File: config.mk
export PLATFORM = sky130hd
export DESIGN_NAME = ufd_uart_data
export DESIGN_NICKNAME = d
export VERILOG_FILES = /design/src/hdl/ufd_pkg.sv /design/src/hdl/ufd_uart_data.sv
export VERILOG_INCLUDE_DIRS = /design/src /design/src/hdl
export SDC_FILE = /design/constraint.sdc
export NUM_CORES = 1
export LEC_CHECK = 0
export BUFFER_PORTS_ARGS = -buffer_cell sky130_fd_sc_hd__buf_2
export CAP_MARGIN = 10
export CORE_MARGIN = 1
export CORE_UTILIZATION = 65
export DETAILED_ROUTE_END_ITERATION = 16
export PLACE_DENSITY = 0.93
export SLEW_MARGIN = 20
export SYNTH_ARGS = -nofsm -noshare
export SYNTH_HDL_FRONTEND = slang
export SYNTH_SLANG_ARGS = --single-unit
export TNS_END_PERCENT = 30
File: constraint.sdc
create_clock -name clk_i -period 4.8 [get_ports clk_i]
set_input_delay 0.24 -clock clk_i [delete_from_list [all_inputs] [get_ports clk_i]]
set_output_delay 0.24 -clock clk_i [all_outputs]
set_load 0.1 [all_outputs]
File: src/hdl/ufd_regs.svh
// register offsets, field positions and timing for the uart data and fifo status block
`ifndef UFD_REGS_SVH
`define UFD_REGS_SVH
`define UFD_ADDR_W 32
`define UFD_SHADOW_BASE 32'h5000_1030
`define UFD_SHADOW_LAST 32'h5000_106C
`define UFD_STATUS_OFF 32'h5000_107C
`define UFD_CTRL_OFF 32'h5000_10F0
`define UFD_LINE_OFF 32'h5000_10F4
`define UFD_IRQ_STAT_OFF 32'h5000_10F8
`define UFD_IRQ_MASK_OFF 32'h5000_10FC
`define UFD_ST_RFF 4
`define UFD_ST_RFNE 3
`define UFD_ST_TFE 2
`define UFD_ST_TFNF 1
`define UFD_CTRL_FIFO_EN 0
`define UFD_CTRL_IR_MODE 1
`define UFD_CTRL_RX_FLUSH 2
`define UFD_CTRL_TX_FLUSH 3
`define UFD_LS_DR 0
`define UFD_LS_OE 1
`define UFD_LS_TX_HOLDING_EMPTY 5
`define UFD_LS_TEMT 6
`define UFD_IRQ_RX 0
`define UFD_IRQ_OE 1
`define UFD_IRQ_TXE 2
`define UFD_IRQ_W 3
`define UFD_BAUD_DIV 16'h0010
`define UFD_BITS_PER_CHAR 4'h9
`define UFD_RX_SAMPLE 16'h0008
`endif

File: src/hdl/ufd_pkg.sv
// types shared by the uart data and fifo status block
package ufd_pkg;
    typedef struct packed {
        logic [31:0] addr;
        logic [31:0] wdata;
        logic wr;
        logic rd;
    } ufd_bus_s;
    typedef enum logic [1:0] {
        UFD_RX_IDLE = 2'b00,
        UFD_RX_START = 2'b01,
        UFD_RX_DATA = 2'b10,
        UFD_RX_STOP = 2'b11
    } ufd_rx_e;
    typedef enum logic [1:0] {
        UFD_TX_IDLE = 2'b00,
        UFD_TX_SHIFT = 2'b01,
        UFD_TX_LOAD = 2'b10
    } ufd_tx_e;
endpackage

File: src/hdl/ufd_uart_data.sv
// uart receive/transmit data path with shadow aliases, fifos and fifo status
`timescale 1ns/1ps
`include "ufd_regs.svh"
// Function
// - sixteen consecutive word aliases all reach receive buffer and transmit holding
// - received bytes come from serial input, or infrared input in infrared mode
// - fifos off: new character overwrites unread buffer and flags overrun
// - fifos on: read gives head; full fifo drops new character, flags overrun
// - fifos off: one write clears holding-empty flag, line status bit 5
// - fifos off: further writes before holding-empty overwrite pending character
// - fifos on: up to fifo depth characters accepted, default sixteen
// - fifos on: writes while transmit fifo full are dropped, contents unchanged
// - status bit 4 is one while fifos on and receive fifo full, reset zero
// - status bit 3 is one while receive fifo not empty, reset zero
// - status bit 2 is one while transmit fifo empty, reset one
// - status bit 1 is one while transmit fifo not full, reset one
module ufd_uart_data #(
    parameter int DEPTH = 16,
    parameter int AW = 4
) (
    input wire logic clk_i, // 250 MHz clock
    input wire logic rst_i, // async reset, active high
    input wire ufd_pkg::ufd_bus_s bus_i, // register bus request
    output logic [31:0] rdata_o, // read data, cycle after read strobe
    input wire logic sin_i, // serial input pin
    input wire logic sir_in_i, // infrared input pin
    output logic sout_o, // serial output pin
    output logic sir_out_n_o, // infrared output, active low
    output logic irq_o // level interrupt
);
    logic [7:0] rx_mem [DEPTH];
    logic [7:0] tx_mem [DEPTH];
    logic [AW:0] rx_cnt_r, rx_cnt_nxt, tx_cnt_r, tx_cnt_nxt;
    logic [AW-1:0] rx_rp_r, rx_rp_nxt, rx_wp_r, rx_wp_nxt, tx_rp_r, tx_rp_nxt, tx_wp_r, tx_wp_nxt;
    logic [3:0] ctrl_r, ctrl_nxt;
    logic oe_r, oe_nxt;
    logic [`UFD_IRQ_W-1:0] ist_r, ist_nxt, imask_r, imask_nxt;
    logic [31:0] rdata_nxt;
    logic irq_nxt;
    logic [2:0] sin_sync_r, sir_sync_r;
    ufd_pkg::ufd_rx_e rx_st_r, rx_st_nxt;
    logic [15:0] rx_div_r, rx_div_nxt;
    logic [3:0] rx_bit_r, rx_bit_nxt;
    logic [7:0] rx_sh_r, rx_sh_nxt;
    ufd_pkg::ufd_tx_e tx_st_r, tx_st_nxt;
    logic [15:0] tx_div_r, tx_div_nxt;
    logic [3:0] tx_bit_r, tx_bit_nxt;
    logic [9:0] tx_sh_r, tx_sh_nxt;
    logic sout_nxt, sirn_nxt;
    logic rx_push, rx_pop, tx_push, tx_pop, rx_in;
    logic hit_shadow, rx_full, tx_full, fifo_en, txe_now, txe_prev_r, oe_clr;

    function automatic logic [AW:0] cap(input logic fifo_on);
        cap = fifo_on ? (AW+1)'(DEPTH) : (AW+1)'(1);
    endfunction

    function automatic logic [AW-1:0] inc(input logic [AW-1:0] p, input logic fifo_on);
        inc = fifo_on ? AW'(p + 1'b1) : p;
    endfunction

    assign fifo_en = ctrl_r[`UFD_CTRL_FIFO_EN];
    assign rx_full = (rx_cnt_r == cap(fifo_en));
    assign tx_full = (tx_cnt_r == cap(fifo_en));
    assign hit_shadow = (bus_i.addr >= `UFD_SHADOW_BASE) && (bus_i.addr <= `UFD_SHADOW_LAST) && (bus_i.addr[1:0] == 2'h0);
    assign rx_pop = bus_i.rd && hit_shadow && (rx_cnt_r != '0);
    assign tx_push = bus_i.wr && hit_shadow;
    assign rx_in = ctrl_r[`UFD_CTRL_IR_MODE] ? ~sir_sync_r[2] : sin_sync_r[2];
    assign txe_now = (tx_cnt_r == '0);

    // pins pass two flops; bit 2 is a third stage for edge-free sampling
    always_ff @(posedge clk_i or posedge rst_i) begin
        if (rst_i) begin
            sin_sync_r <= 3'h7;
            sir_sync_r <= 3'h0;
        end else begin
            sin_sync_r <= {sin_sync_r[1:0], sin_i};
            sir_sync_r <= {sir_sync_r[1:0], sir_in_i};
        end
    end

    // receiver: 8N1, samples mid-bit; infrared pulses taken as active-high level
    always_comb begin
        rx_st_nxt = rx_st_r;
        rx_div_nxt = rx_div_r;
        rx_bit_nxt = rx_bit_r;
        rx_sh_nxt = rx_sh_r;
        rx_push = 1'b0;
        case (rx_st_r)
            ufd_pkg::UFD_RX_IDLE: begin
                if (!rx_in) begin
                    rx_st_nxt = ufd_pkg::UFD_RX_START;
                    rx_div_nxt = `UFD_RX_SAMPLE;
                end
            end
            ufd_pkg::UFD_RX_START: begin
                rx_div_nxt = rx_div_r - 16'h0001;
                if (rx_div_r == 16'h0001) begin
                    rx_st_nxt = rx_in ? ufd_pkg::UFD_RX_IDLE : ufd_pkg::UFD_RX_DATA;
                    rx_div_nxt = `UFD_BAUD_DIV;
                    rx_bit_nxt = 4'h0;
                end
            end
            ufd_pkg::UFD_RX_DATA: begin
                rx_div_nxt = rx_div_r - 16'h0001;
                if (rx_div_r == 16'h0001) begin
                    rx_div_nxt = `UFD_BAUD_DIV;
                    rx_sh_nxt = {rx_in, rx_sh_r[7:1]};
                    rx_bit_nxt = rx_bit_r + 4'h1;
                    if (rx_bit_r == 4'h7) begin
                        rx_st_nxt = ufd_pkg::UFD_RX_STOP;
                    end
                end
            end
            ufd_pkg::UFD_RX_STOP: begin
                rx_div_nxt = rx_div_r - 16'h0001;
                if (rx_div_r == 16'h0001) begin
                    rx_st_nxt = ufd_pkg::UFD_RX_IDLE;
                    rx_push = 1'b1;
                end
            end
            default: rx_st_nxt = ufd_pkg::UFD_RX_IDLE;
        endcase
    end

    // transmitter: pulls from fifo, shifts start, 8 data, stop
    always_comb begin
        tx_st_nxt = tx_st_r;
        tx_div_nxt = tx_div_r;
        tx_bit_nxt = tx_bit_r;
        tx_sh_nxt = tx_sh_r;
        tx_pop = 1'b0;
        sout_nxt = sout_o;
        sirn_nxt = 1'b1;
        case (tx_st_r)
            ufd_pkg::UFD_TX_IDLE: begin
                sout_nxt = 1'b1;
                if (!txe_now) begin
                    tx_st_nxt = ufd_pkg::UFD_TX_LOAD;
                end
            end
            ufd_pkg::UFD_TX_LOAD: begin
                tx_sh_nxt = {1'b1, tx_mem[tx_rp_r], 1'b0};
                tx_pop = 1'b1;
                tx_bit_nxt = 4'h0;
                tx_div_nxt = `UFD_BAUD_DIV;
                tx_st_nxt = ufd_pkg::UFD_TX_SHIFT;
            end
            ufd_pkg::UFD_TX_SHIFT: begin
                sout_nxt = tx_sh_r[0];
                sirn_nxt = tx_sh_r[0] | ~ctrl_r[`UFD_CTRL_IR_MODE];
                tx_div_nxt = tx_div_r - 16'h0001;
                if (tx_div_r == 16'h0001) begin
                    tx_div_nxt = `UFD_BAUD_DIV;
                    tx_sh_nxt = {1'b1, tx_sh_r[9:1]};
                    tx_bit_nxt = tx_bit_r + 4'h1;
                    if (tx_bit_r == `UFD_BITS_PER_CHAR) begin
                        tx_st_nxt = ufd_pkg::UFD_TX_IDLE;
                    end
                end
            end
            default: tx_st_nxt = ufd_pkg::UFD_TX_IDLE;
        endcase
    end

    // fifo pointers; with fifos off each fifo is a single slot at index 0
    always_comb begin
        rx_cnt_nxt = rx_cnt_r;
        rx_wp_nxt = rx_wp_r;
        rx_rp_nxt = rx_rp_r;
        tx_cnt_nxt = tx_cnt_r;
        tx_wp_nxt = tx_wp_r;
        tx_rp_nxt = tx_rp_r;
        // overrun is cleared by writing one to line status; a new overrun below wins
        oe_nxt = oe_r & ~oe_clr;
        if (rx_pop) begin
            rx_rp_nxt = inc(rx_rp_r, fifo_en);
            rx_cnt_nxt = rx_cnt_nxt - 1'b1;
        end
        if (rx_push) begin
            if (!rx_full || rx_pop) begin
                rx_wp_nxt = inc(rx_wp_r, fifo_en);
                rx_cnt_nxt = rx_cnt_nxt + 1'b1;
            end else begin
                oe_nxt = 1'b1;
            end
        end
        if (tx_pop) begin
            tx_rp_nxt = inc(tx_rp_r, fifo_en);
            tx_cnt_nxt = tx_cnt_nxt - 1'b1;
        end
        if (tx_push && (!tx_full || tx_pop)) begin
            tx_wp_nxt = inc(tx_wp_r, fifo_en);
            tx_cnt_nxt = tx_cnt_nxt + 1'b1;
        end
        if (ctrl_r[`UFD_CTRL_RX_FLUSH]) begin
            rx_cnt_nxt = '0;
            rx_wp_nxt = '0;
            rx_rp_nxt = '0;
        end
        if (ctrl_r[`UFD_CTRL_TX_FLUSH]) begin
            tx_cnt_nxt = '0;
            tx_wp_nxt = '0;
            tx_rp_nxt = '0;
        end
    end

    // storage has no reset; only the counters define content
    always_ff @(posedge clk_i) begin
        if (rx_push && !fifo_en) begin
            rx_mem[0] <= rx_sh_r;
        end else if (rx_push && (!rx_full || rx_pop)) begin
            rx_mem[rx_wp_r] <= rx_sh_r;
        end
        if (tx_push && !fifo_en && tx_full && !tx_pop) begin
            tx_mem[0] <= bus_i.wdata[7:0];
        end else if (tx_push && (!tx_full || tx_pop)) begin
            tx_mem[tx_wp_r] <= bus_i.wdata[7:0];
        end
    end

    // register file: control, sticky events, read mux
    always_comb begin
        ctrl_nxt = ctrl_r;
        ctrl_nxt[`UFD_CTRL_RX_FLUSH] = 1'b0;
        ctrl_nxt[`UFD_CTRL_TX_FLUSH] = 1'b0;
        imask_nxt = imask_r;
        ist_nxt = ist_r;
        rdata_nxt = 32'h0000_0000;
        oe_clr = 1'b0;
        if (bus_i.wr) begin
            case (bus_i.addr)
                `UFD_CTRL_OFF: begin
                    ctrl_nxt = bus_i.wdata[3:0];
                    if (bus_i.wdata[`UFD_CTRL_FIFO_EN] != fifo_en) begin
                        ctrl_nxt[`UFD_CTRL_RX_FLUSH] = 1'b1;
                        ctrl_nxt[`UFD_CTRL_TX_FLUSH] = 1'b1;
                    end
                end
                `UFD_IRQ_MASK_OFF: imask_nxt = bus_i.wdata[`UFD_IRQ_W-1:0];
                `UFD_IRQ_STAT_OFF: ist_nxt = ist_r & ~bus_i.wdata[`UFD_IRQ_W-1:0];
                default: ;
            endcase
            if (bus_i.addr == `UFD_LINE_OFF && bus_i.wdata[`UFD_LS_OE]) begin
                oe_clr = 1'b1;
            end
        end
        // set wins over a same-cycle clear
        if (rx_push) begin
            ist_nxt[`UFD_IRQ_RX] = 1'b1;
        end
        if (rx_push && rx_full && !rx_pop) begin
            ist_nxt[`UFD_IRQ_OE] = 1'b1;
        end
        if (txe_now && !txe_prev_r) begin
            ist_nxt[`UFD_IRQ_TXE] = 1'b1;
        end
        if (bus_i.rd) begin
            if (hit_shadow) begin
                rdata_nxt = {24'h00_0000, rx_mem[rx_rp_r]};
            end else begin
                case (bus_i.addr)
                    `UFD_STATUS_OFF: begin
                        rdata_nxt[`UFD_ST_RFF] = rx_full && fifo_en;
                        rdata_nxt[`UFD_ST_RFNE] = (rx_cnt_r != '0);
                        rdata_nxt[`UFD_ST_TFE] = txe_now;
                        rdata_nxt[`UFD_ST_TFNF] = !tx_full;
                    end
                    `UFD_CTRL_OFF: rdata_nxt[3:0] = ctrl_r;
                    `UFD_LINE_OFF: begin
                        rdata_nxt[`UFD_LS_DR] = (rx_cnt_r != '0);
                        rdata_nxt[`UFD_LS_OE] = oe_r;
                        rdata_nxt[`UFD_LS_TX_HOLDING_EMPTY] = txe_now;
                        rdata_nxt[`UFD_LS_TEMT] = txe_now && (tx_st_r == ufd_pkg::UFD_TX_IDLE);
                    end
                    `UFD_IRQ_STAT_OFF: rdata_nxt[`UFD_IRQ_W-1:0] = ist_r;
                    `UFD_IRQ_MASK_OFF: rdata_nxt[`UFD_IRQ_W-1:0] = imask_r;
                    default: rdata_nxt = 32'h0000_0000;
                endcase
            end
        end
        irq_nxt = |(ist_nxt & imask_nxt);
    end

    always_ff @(posedge clk_i or posedge rst_i) begin
        if (rst_i) begin
            rx_cnt_r <= '0;
            rx_wp_r <= '0;
            rx_rp_r <= '0;
            tx_cnt_r <= '0;
            tx_wp_r <= '0;
            tx_rp_r <= '0;
            oe_r <= 1'b0;
            ctrl_r <= 4'h0;
            ist_r <= '0;
            imask_r <= '0;
            rdata_o <= 32'h0000_0000;
            irq_o <= 1'b0;
            txe_prev_r <= 1'b1;
            rx_st_r <= ufd_pkg::UFD_RX_IDLE;
            rx_div_r <= 16'h0000;
            rx_bit_r <= 4'h0;
            rx_sh_r <= 8'h00;
            tx_st_r <= ufd_pkg::UFD_TX_IDLE;
            tx_div_r <= 16'h0000;
            tx_bit_r <= 4'h0;
            tx_sh_r <= 10'h3FF;
            sout_o <= 1'b1;
            sir_out_n_o <= 1'b1;
        end else begin
            rx_cnt_r <= rx_cnt_nxt;
            rx_wp_r <= rx_wp_nxt;
            rx_rp_r <= rx_rp_nxt;
            tx_cnt_r <= tx_cnt_nxt;
            tx_wp_r <= tx_wp_nxt;
            tx_rp_r <= tx_rp_nxt;
            oe_r <= oe_nxt;
            ctrl_r <= ctrl_nxt;
            ist_r <= ist_nxt;
            imask_r <= imask_nxt;
            rdata_o <= rdata_nxt;
            irq_o <= irq_nxt;
            txe_prev_r <= txe_now;
            rx_st_r <= rx_st_nxt;
            rx_div_r <= rx_div_nxt;
            rx_bit_r <= rx_bit_nxt;
            rx_sh_r <= rx_sh_nxt;
            tx_st_r <= tx_st_nxt;
            tx_div_r <= tx_div_nxt;
            tx_bit_r <= tx_bit_nxt;
            tx_sh_r <= tx_sh_nxt;
            sout_o <= sout_nxt;
            sir_out_n_o <= sirn_nxt;
        end
    end
endmodule

# Word level (Yosys, flattened, before mapping)
# Memory sizes are Yosys's and may differ from the RTL's.
# Cells that the tools add are included.
dict set report word_totals {
  register_bits 141
  mem_bits_ro 0
  out_inout_bits 35
  n_memories 2
  ramBits 256
  word_cells 217
  latchBits 0
}
dict set report op_classes {
  shifts 0
  mul 0
  addsub 12
  div 0
  n_lt_le_gt_ge 2
  eq_ne 25
  reduce_logical 54
  n_bitwise 8
  n_mux 88
}
# memory words word_bits read_ports rd_clocked_by_memory_dff wr line_no
set mem_list {}
lappend mem_list {rx_mem 16 8 1 0 1 ufd_uart_data.sv:31} ;# logic [7:0] rx_mem [DEPTH];
lappend mem_list {tx_mem 16 8 1 0 1 ufd_uart_data.sv:32} ;# logic [7:0] tx_mem [DEPTH];
# op count
set ops {}
lappend ops {{32-bit by 31-bit == test with 1-bit output, second input constant} 5}
lappend ops {{4-bit two-way mux} 20}
lappend ops {{16-bit two-way mux} 3}
lappend ops {{16-bit case mux with 3 select lines} 1}
lappend ops {{5-bit two-way mux} 8}
lappend ops {{16-bit by 1-bit == test with 1-bit output, second input constant} 2}
lappend ops {{32-bit by 31-bit >= comparator with 1-bit output, second input constant} 1}
lappend ops {{32-bit by 31-bit <= comparator with 1-bit output, second input constant} 1}
lappend ops {{8-bit two-way mux} 4}
lappend ops {{16-bit case mux with 2 select lines} 1}
lappend ops {{16-bit by 1-bit subtractor with 16-bit output, second input constant} 2}
lappend ops {{1-bit two-way mux} 25}
lappend ops {{4-bit by 1-bit adder with 4-bit output, second input constant} 6}
lappend ops {{2-bit two-way mux} 11}
lappend ops {{10-bit case mux with 2 select lines} 1}
lappend ops {{2-bit nonzero test} 10}
lappend ops {{1-bit logical AND} 17}
lappend ops {{2-bit != test, second input constant} 8}
lappend ops {{4-bit case mux with 2 select lines} 2}
lappend ops {{8-bit OR reduction} 2}
lappend ops {{3-bit two-way mux} 4}
lappend ops {{2-bit AND reduction} 6}
lappend ops {{5-bit by 1-bit adder with 5-bit output, second input constant} 2}
lappend ops {{5-bit == test} 2}
lappend ops {{26 further kinds} 45}

# Logic depth before layout (Yosys ltp)
# Gate-level depths: netlist of the first run.
dict set report logic_depth {
  ltp_word 12
  mapped_depth 11
  depth_no_buf 9
}

# Worst setup path before layout of the first run
# OpenSTA, ideal clock, no wires.
dict set report synth_timing {
  path_type {flip-flop to flip-flop}
  startpoint {reg rx_div_r[7]}
  endpoint {mem rx_mem[1][0] (enable)}
  setup_slack_ps 1819
  n_path_buf 0
  setup_ps 383
  synth_period_minus_slack_ps 2981
  required_ps 4417
  arrival_ps 2598
  path_stages_with_launch 8
  path_cell_list {dfrtp_1 > or4_1 > nor2_1 > and3_1 > nand3_1 > nor3_4 > nand3b_1 > nor3_1}
}
dict set report synth_between {
  elab_chain_cells 9
  word_cells_on_any_way 13
  cone_classes {1 x eq/ne; 9 x mux; 3 x reduce/logical}
}
# item line_no
set synth_lines {}
lappend synth_lines {{from (decl)} ufd_uart_data.sv:42} ;# logic [15:0] rx_div_r, rx_div_nxt;
lappend synth_lines {{from (signal assigned)} ufd_uart_data.sv:324} ;# rx_div_r <= rx_div_nxt;
lappend synth_lines {{16-bit by 1-bit == test with 1-bit output (*)} ufd_uart_data.sv:116} ;# if (rx_div_r == 16'h0001) begin
lappend synth_lines {{1-bit two-way mux (*)} ufd_uart_data.sv:116}
lappend synth_lines {{1-bit two-way mux (*)} ufd_uart_data.sv:88} ;# case (rx_st_r)
lappend synth_lines {{1-bit logical AND} ufd_uart_data.sv:211} ;# end else if (rx_push && (!rx_full || rx_pop)) begin
lappend synth_lines {{1-bit two-way mux} ufd_uart_data.sv:211}
lappend synth_lines {{1-bit two-way mux} ufd_uart_data.sv:209} ;# if (rx_push && !fifo_en) begin
lappend synth_lines {{1-bit two-way mux (implied by the code)} ufd_uart_data.sv:212} ;# rx_mem[rx_wp_r] <= rx_sh_r;
lappend synth_lines {{8-bit OR reduction (no source line)} --}
lappend synth_lines {{4-bit two-way mux (no source line) or 1-bit two-way mux (tied branches)} --}
lappend synth_lines {{to (decl)} ufd_uart_data.sv:31}
# Mark *: on every way between the ends. The rest lies on a longest branch, timed or not.

# Worst setup path after layout of the first run
dict set report layout_timing {
  startpoint {reg rx_div_r[7]}
  endpoint {mem rx_mem[4][2] (enable)}
}
# Same word-level chain as after synthesis.

==> flow_summary_export.csv, run 1 <==
group,metric,value,unit
grt,grt_pass1_vias,10500,
power_and_ir_drop,power.density,403,nW/um^2
critical_path,end_kind,"flop",
critical_path,crit_type,"flop to flop",
sta,whs,0.0631,ns
synthesis,syn-instance-count,1099,
synthesis,synth_area_leader_cell,"edfxtp_1",
critical_path,cp.required,4.93,ns
synthesis,synth_area,16000,um^2
critical_path,crit_family,"simple AND/OR/NAND/NOR gates",
power_and_ir_drop,p_sw,0.00173,W
floorplan,io_pins,105,
run_status,status,"complete, no violations",
layout,final_layout_size_suffix_gt1_frac,0.191,
synthesis,synthTopCellsByCount,"edfxtp_1 (256), nor2_1 (118), dfrtp_1 (101), nand2_1 (65), mux4_2 (63)",
critical_path,crit_buf_inv,0,
floorplan,die-area,25300,um^2
sta,clock_skew,0.0272,ns
layout,nets,1258,
synthesis,synth.most_common_cell,"edfxtp_1",
detailed_routing,route.detailed.drc,0,
synthesis,yosysSeqAreaShare,0.662,
cts,cts_buffers,37,
power_and_ir_drop,swShare,0.241,
synthesis,synthTopCellsByArea,"edfxtp_1 (48%), dfrtp_1 (16%), mux4_2 (8.8%)",
floorplan,start_util,0.661,
floorplan,die_w,159,um
detailed_routing,dr.pass1.iters,7,
sta,post-route-min-period,3.63,ns
grt,grt_max_degree,61,
power_and_ir_drop,p_int,0.00545,W
detailed_routing,vias_per_cell,6.85,
power_and_ir_drop,seqPwrFrac,0.500,
floorplan,rows,57,
detailed_routing,vias,10400,
placed_design,placedCellCount,1447,
critical_path,critical_path.startpoint_type,"flop",
synthesis,yosysWarnings,0,
layout,area_growth_syn_to_layout,11.2,%
placed_design,port_buffers,56,
critical_path,cp_common_cell,"nor2_1",
critical_path,cp_cell_sequence,"or4_1, nor2_1, and3_1, nand3_1, nor2_1, nand3_1, nor2_1",
cts,clock-sinks,372,
power_and_ir_drop,p_clk_frac,0.414,
worst_hold_path,hold_path.class,"primary input to flop",
sta,relSlewSlack,0.274,
layout,instances_no_fill,1517,
synthesis,synthArstFlopShare,0.312,
sta,tightest_slew,1.09,ns
power_and_ir_drop,power_leakage,6.38,nW
sta,max_freq,275,MHz
detailed_routing,drt_iter0_markers,1802,
cts,cts_tree,"yes",
cts,clk_latency,0.52,ns
cts,cts_buffer_depth,3,
detailed_routing,routed_wl,40700,um
cts,cts_hold_buf,3,
floorplan,die_h,159,um
synthesis,syn_avg_cell_area,14.6,um^2
placed_design,routabilityCongestion,0.857,
grt,antenna_found_initial,0,
power_and_ir_drop,irDropWorstVdd,0.369,mV
layout,antenna_cells,0,
detailed_routing,wire_per_inst,26.8,um
synthesis,synth_ff_type,"edfxtp_1",
synthesis,ys_ff_latch,372,
detailed_routing,ant_nets,0,
critical_path,crit_fanout,8,
power_and_ir_drop,power_frac_comb,0.086,
cts,root_buffer,"clkbuf_16",
cts,htreeDepth,2,
placed_design,dp_hpwl,23400,um
sta,setup_viol,0,
synthesis,yosysTopAreaCellShare,0.479,
sta,slew_viol_final,0,
power_and_ir_drop,total_power,0.00719,W
sta,finalSetupTns,0,ns
sta,timing.final.crit_share,0.757,
sta,final_hold_viol_count,0,
grt,grt_first_pass_wirelength,62300,um
critical_path,arrival,3.77,ns
cts,postCtsSetupRepairBufs,0,
cts,cts_resized,0,
floorplan,design.core.area,24200,um^2
grt,grt-ovfl-total,0,
job,drv_cap,0,
cts,clk_pin_slew,0.07,ns
synthesis,synth_edf_count,256,
grt,grt_usage,0.328,
sta,rsz0062_at_grt,"no",
synthesis,synth_cell_types,67,
critical_path,slowest_delay,0.67,ns
critical_path,critPathSlowestCell,"nor2_1",
layout by cell type, fill, tap and decap left out, drive strengths merged, types with 5 or more instances in the layout:
cell    netlist  routed
mux2         14      14
edfxtp      256     256
inv          29      29
clkinv        1      15
o221ai       17      17
nand2        65      65
nor2        118     118
nand4         8       8
ha           23      23
a31oi         6       6
nor4b         5       5
nand2b        6       6
dfrtp       101     101
or3           5       5
xnor2        21      21
nor2b        10      10
nand3        33      33
nor3         18      18
bufinv        0       5
a21oi        31      31
conb          1      24
mux4         63      63
buf          42      69
dfstp        15      15
nor4         15      15
clkbuf       26      45
o21ai        52      52
nand3b       10      10
mux2i        27      27
and3          9       9
xor2         13      13
o22ai        10      10
metrics by stage:
step,utilization,setup slack [ns],instance area [um^2]
6_report,0.735,1.17,17800
3_5_place_dp,0.683,1.02,16500
3_3_place_gp,0.683,1.15,16500
2_1_floorplan,-,1.51,16100
5_1_grt,0.735,0.960,17800
4_1_cts,0.735,1.21,17800
cells by family after synthesis:
logic type | count (synthesis) | synth area share
compound gates | 147 | 0.0576
xor+xnor | 34 | 0.0190
fa+ha+maj | 23 | 0.0179
buf+inv | 98 | 0.0296
flops | 372 | 0.662
mux | 104 | 0.115
other cells | 1 | 0.000234
simple gates | 320 | 0.0989
power by group through the flow:
stage	clock [W]	combinational (W)	sequential (W)
6_report	0.00298	0.000617	0.00359
5_1_grt	0.00309	0.000684	0.00360
4_1_cts	0.00298	0.000613	0.00359
2_1_floorplan	0	0.000481	0.00363
3_5_place_dp	0	0.000605	0.00365
3_3_place_gp	0	0.000579	0.00365
layout make-up:
| class | count | area [um^2] |
|---|---|---|
| clock buffers | 45 | 997 |
| clock inverters | 22 | 249 |
| fillers | 1290 | 6420 |
| inverters | 30 | 115 |
| multi-input cells | 652 | 5040 |
| flip-flops and latches | 372 | 10600 |
| well taps | 324 | 405 |
| repair buffers | 72 | 408 |
state kept, by name (all words and copies together), names as in the netlist, 4 cells and up, named ones only:
name and cells:
ctrl_r 4, rdata_o 8, rx_bit_r 4, rx_cnt_r 5, rx_div_r 16, rx_mem 128
rx_rp_r 4, rx_sh_r 8, rx_wp_r 4, tx_bit_r 4, tx_cnt_r 5, tx_div_r 16
tx_mem 128, tx_rp_r 4, tx_sh_r 9, tx_wp_r 4
metal layers:
metal | wire, um | track usage | up-vias
li1 | - | - | 4257
met1 | 14200 | 0.403 | 5132
met2 | 20600 | 0.559 | 808
met3 | 3530 | 0.0617 | 196
met4 | 2290 | 0.167 | 0
met5 | 0 | 0 | -
tightest hold or removal path, delay by kind of cell:
family / cells / cell delay (ns)
buf+inv: 1 / 0.17
simple gates: 2 / 0.14
worst paths after layout:
check | to | cells after the start | startpoint | slack (ns)
max | rx_mem[4][2] | 7 | rx_div_r[7] | 1.17
min | rdata_o[5] | 3 | bus_i[0] | 0.06
max reg2reg | rx_mem[4][2] | 7 | rx_div_r[7] | 1.17
min reg2reg | sir_sync_r[2] | 0 | sir_sync_r[1] | 0.35
max in group asynchronous | rx_rp_r[0] | 4 | rst_i | 3.09
min in group asynchronous | rdata_o[5] | 3 | rst_i | 0.40
Power figures use the tool's default switching activity.
==> run 2, diff against run 1 <==
Settings changed: CORE_UTILIZATION 65 to 55, PLACE_DENSITY 0.93 to 0.84.
Clock period 4.8 ns to 3.34 ns, I/O delays scaled along.
==> flow_summary_export.csv, run 2 (synthesis results as in run 1) <==
group,metric,value,unit
placed_design,routabilityCongestion,0.871,
grt,grt-ovfl-total,0,
power_and_ir_drop,irDropWorstVdd,0.482,mV
cts,cts_buffers,37,
placed_design,dp_hpwl,22700,um
worst_hold_path,holdCritStartpoint,"bus_i[7]",
floorplan,die-area,29800,um^2
critical_path,crit_buf_inv,1,
worst_hold_path,hold_path.class,"primary input to flop",
critical_path,critPathSlowestCell,"or4_1",
cts,htreeDepth,2,
layout,layout_commonest_cell,"edfxtp_1",
cts,cts_hold_buf,3,
layout,area_growth_syn_to_layout,12.9,%
critical_path,crit-reg2reg-launch,"rx_div_r[7]",
placed_design,port_buffers,56,
sta,fin_ws,0.416,ns
sta,post-route-min-period,2.92,ns
grt,grt_first_pass_wirelength,54700,um
cts,cts_tree,"yes",
placed_design,dp_slack,0.530,ns
critical_path,crit_type,"flop to flop",
detailed_routing,route.detailed.drc,0,
critical_path,reg2reg_to,"rx_mem[5][6]",
detailed_routing,routed_wl,34800,um
cts,clk_pin_slew,0.06,ns
grt,antenna_found_initial,1,
power_and_ir_drop,p_int,0.00755,W
critical_path,cp_cell_sequence,"or4_1, nor2_1, and3_1, nand3_1, nor3_4, nand3b_1, nor2_1, buf_4",
cts,root_buffer,"clkbuf_16",
cts,postCtsSetupRepairBufs,0,
power_and_ir_drop,p_sw,0.00248,W
critical_path,arrival,3.14,ns
floorplan,rows,62,
detailed_routing,vias_per_cell,6.09,
sta,tightest_slew,0.791,ns
floorplan,die_h,173,um
floorplan,die_w,173,um
detailed_routing,ant_nets,0,
sta,relSlewSlack,0.473,
floorplan,design.core.area,28700,um^2
power_and_ir_drop,p_clk_frac,0.394,
critical_path,crit_fanout,8,
grt,grt_usage,0.238,
power_and_ir_drop,seqPwrFrac,0.515,
sta,max_freq,342,MHz
layout,final_cell_mix,"edfxtp_1 (256), nor2_1 (118), dfrtp_1 (99)",
power_and_ir_drop,power_frac_comb,0.091,
grt,grt_max_degree,61,
critical_path,cp.required,3.56,ns
critical_path,r2r_setup_slack,0.42,ns
sta,clock_skew,0.0359,ns
layout,nets,1295,
power_and_ir_drop,swShare,0.247,
sta,final_hold_viol_count,0,
worst_hold_path,min_path_cells,1,
sta,setup_viol,0,
power_and_ir_drop,power_leakage,6.55,nW
cts,cts_buffer_depth,3,
sta,slew_viol_final,0,
detailed_routing,vias,9841,
critical_path,slowest_delay,0.56,ns
run_status,status,"complete, no violations",
critical_path,crit_family,"simple AND/OR/NAND/NOR gates",
cts,clock-sinks,372,
critical_path,cp_common_cell,"nor2_1",
cts,clk_latency,0.54,ns
sta,finalSetupTns,0,ns
grt,grt_pass1_vias,9836,
floorplan,io_pins,105,
critical_path,critical_path.startpoint_type,"flop",
floorplan,start_util,0.559,
cts,cts_resized,0,
critical_path,end_kind,"flop",
power_and_ir_drop,power.density,554,nW/um^2
sta,rsz0062_at_grt,"no",
sta,timing.final.crit_share,0.875,
layout,top_regs,"rx_mem x128, tx_mem x128",
critical_path,rr_worst_depth,8,
worst_hold_path,min_to,"tx_mem[14][5]",
job,drv_cap,0,
detailed_routing,drt_iter0_markers,1108,
detailed_routing,dr.pass1.iters,5,
layout,final_layout_size_suffix_gt1_frac,0.219,
detailed_routing,wire_per_inst,21.6,um
run 2: cell types whose count changed in the layout (fill, tap and decap cells not counted), moves of 2 or more:
cell       delta
clkbuf_1      +2
bufinv_16     -4
clkinv_2      +5
inv_6         +2
clkinv_1      -4
buf_4        +36
run 2: per-stage QoR:
step | hold slack (ns) | cell area [um^2] | cells | total power [W] | util
6_report | 0.0162 | 18100 | 1616 | 0.0100 | 0.631
5_1_grt | 0.00885 | 18100 | 1615 | 0.0104 | 0.631
4_1_cts | 0.00628 | 18100 | 1615 | 0.0101 | 0.631
3_5_place_dp | 0.273 | 16900 | 1544 | 0.00616 | 0.590
3_3_place_gp | 0.274 | 16900 | 1544 | 0.00610 | 0.590
2_1_floorplan | 0.171 | 16100 | 1122 | 0.00590 | -
run 2: worst max path at each step:
stage	startpoint	endpoint	slack [ns]	cells after the start
finish	rx_div_r[7]	rx_mem[5][6]	0.42	8
global route	rx_div_r[7]	rx_mem[5][6]	0.33	8
CTS	rx_div_r[7]	rx_mem[5][7]	0.49	8
detailed placement	rx_div_r[7]	rx_mem[2][7]	0.53	8
global placement	rx_div_r[7]	rx_mem[3][7]	0.56	8
floorplan	rst_i	async pin	0.13	1
run 2: layout make-up:
type,count,area (um^2)
multi-input cells,652,5050
inverters,30,115
repair buffers,109,698
flip-flops and latches,372,10600
clock buffers,47,993
clock inverters,21,165
diodes,1,2.50
well taps,384,480
fillers,1976,10600
run 2: per-layer routing:
| metal | GRT usage | wire length, um |
|---|---|---|
| met1 | 0.313 | 13600 |
| met2 | 0.398 | 17400 |
| met3 | 0.0451 | 2680 |
| met4 | 0.0889 | 1120 |
| met5 | 0 | 11 |
run 2: worst register-to-register path, delay by kind of cell (launching register included):
kind	cells	cell delay, ns
simple gates	7	1.96
buf+inv	1	0.23
flops	1	0.43
run 2: power groups by stage:
| stage | Clock, W | Combinational [W] | Sequential, W |
|---|---|---|---|
| global placement | 0 | 0.000865 | 0.00524 |
| detailed placement | 0 | 0.000908 | 0.00525 |
| global route | 0.00419 | 0.00103 | 0.00518 |
| floorplan | 0 | 0.000691 | 0.00521 |
| CTS | 0.00401 | 0.000912 | 0.00516 |
| finish | 0.00396 | 0.000913 | 0.00516 |
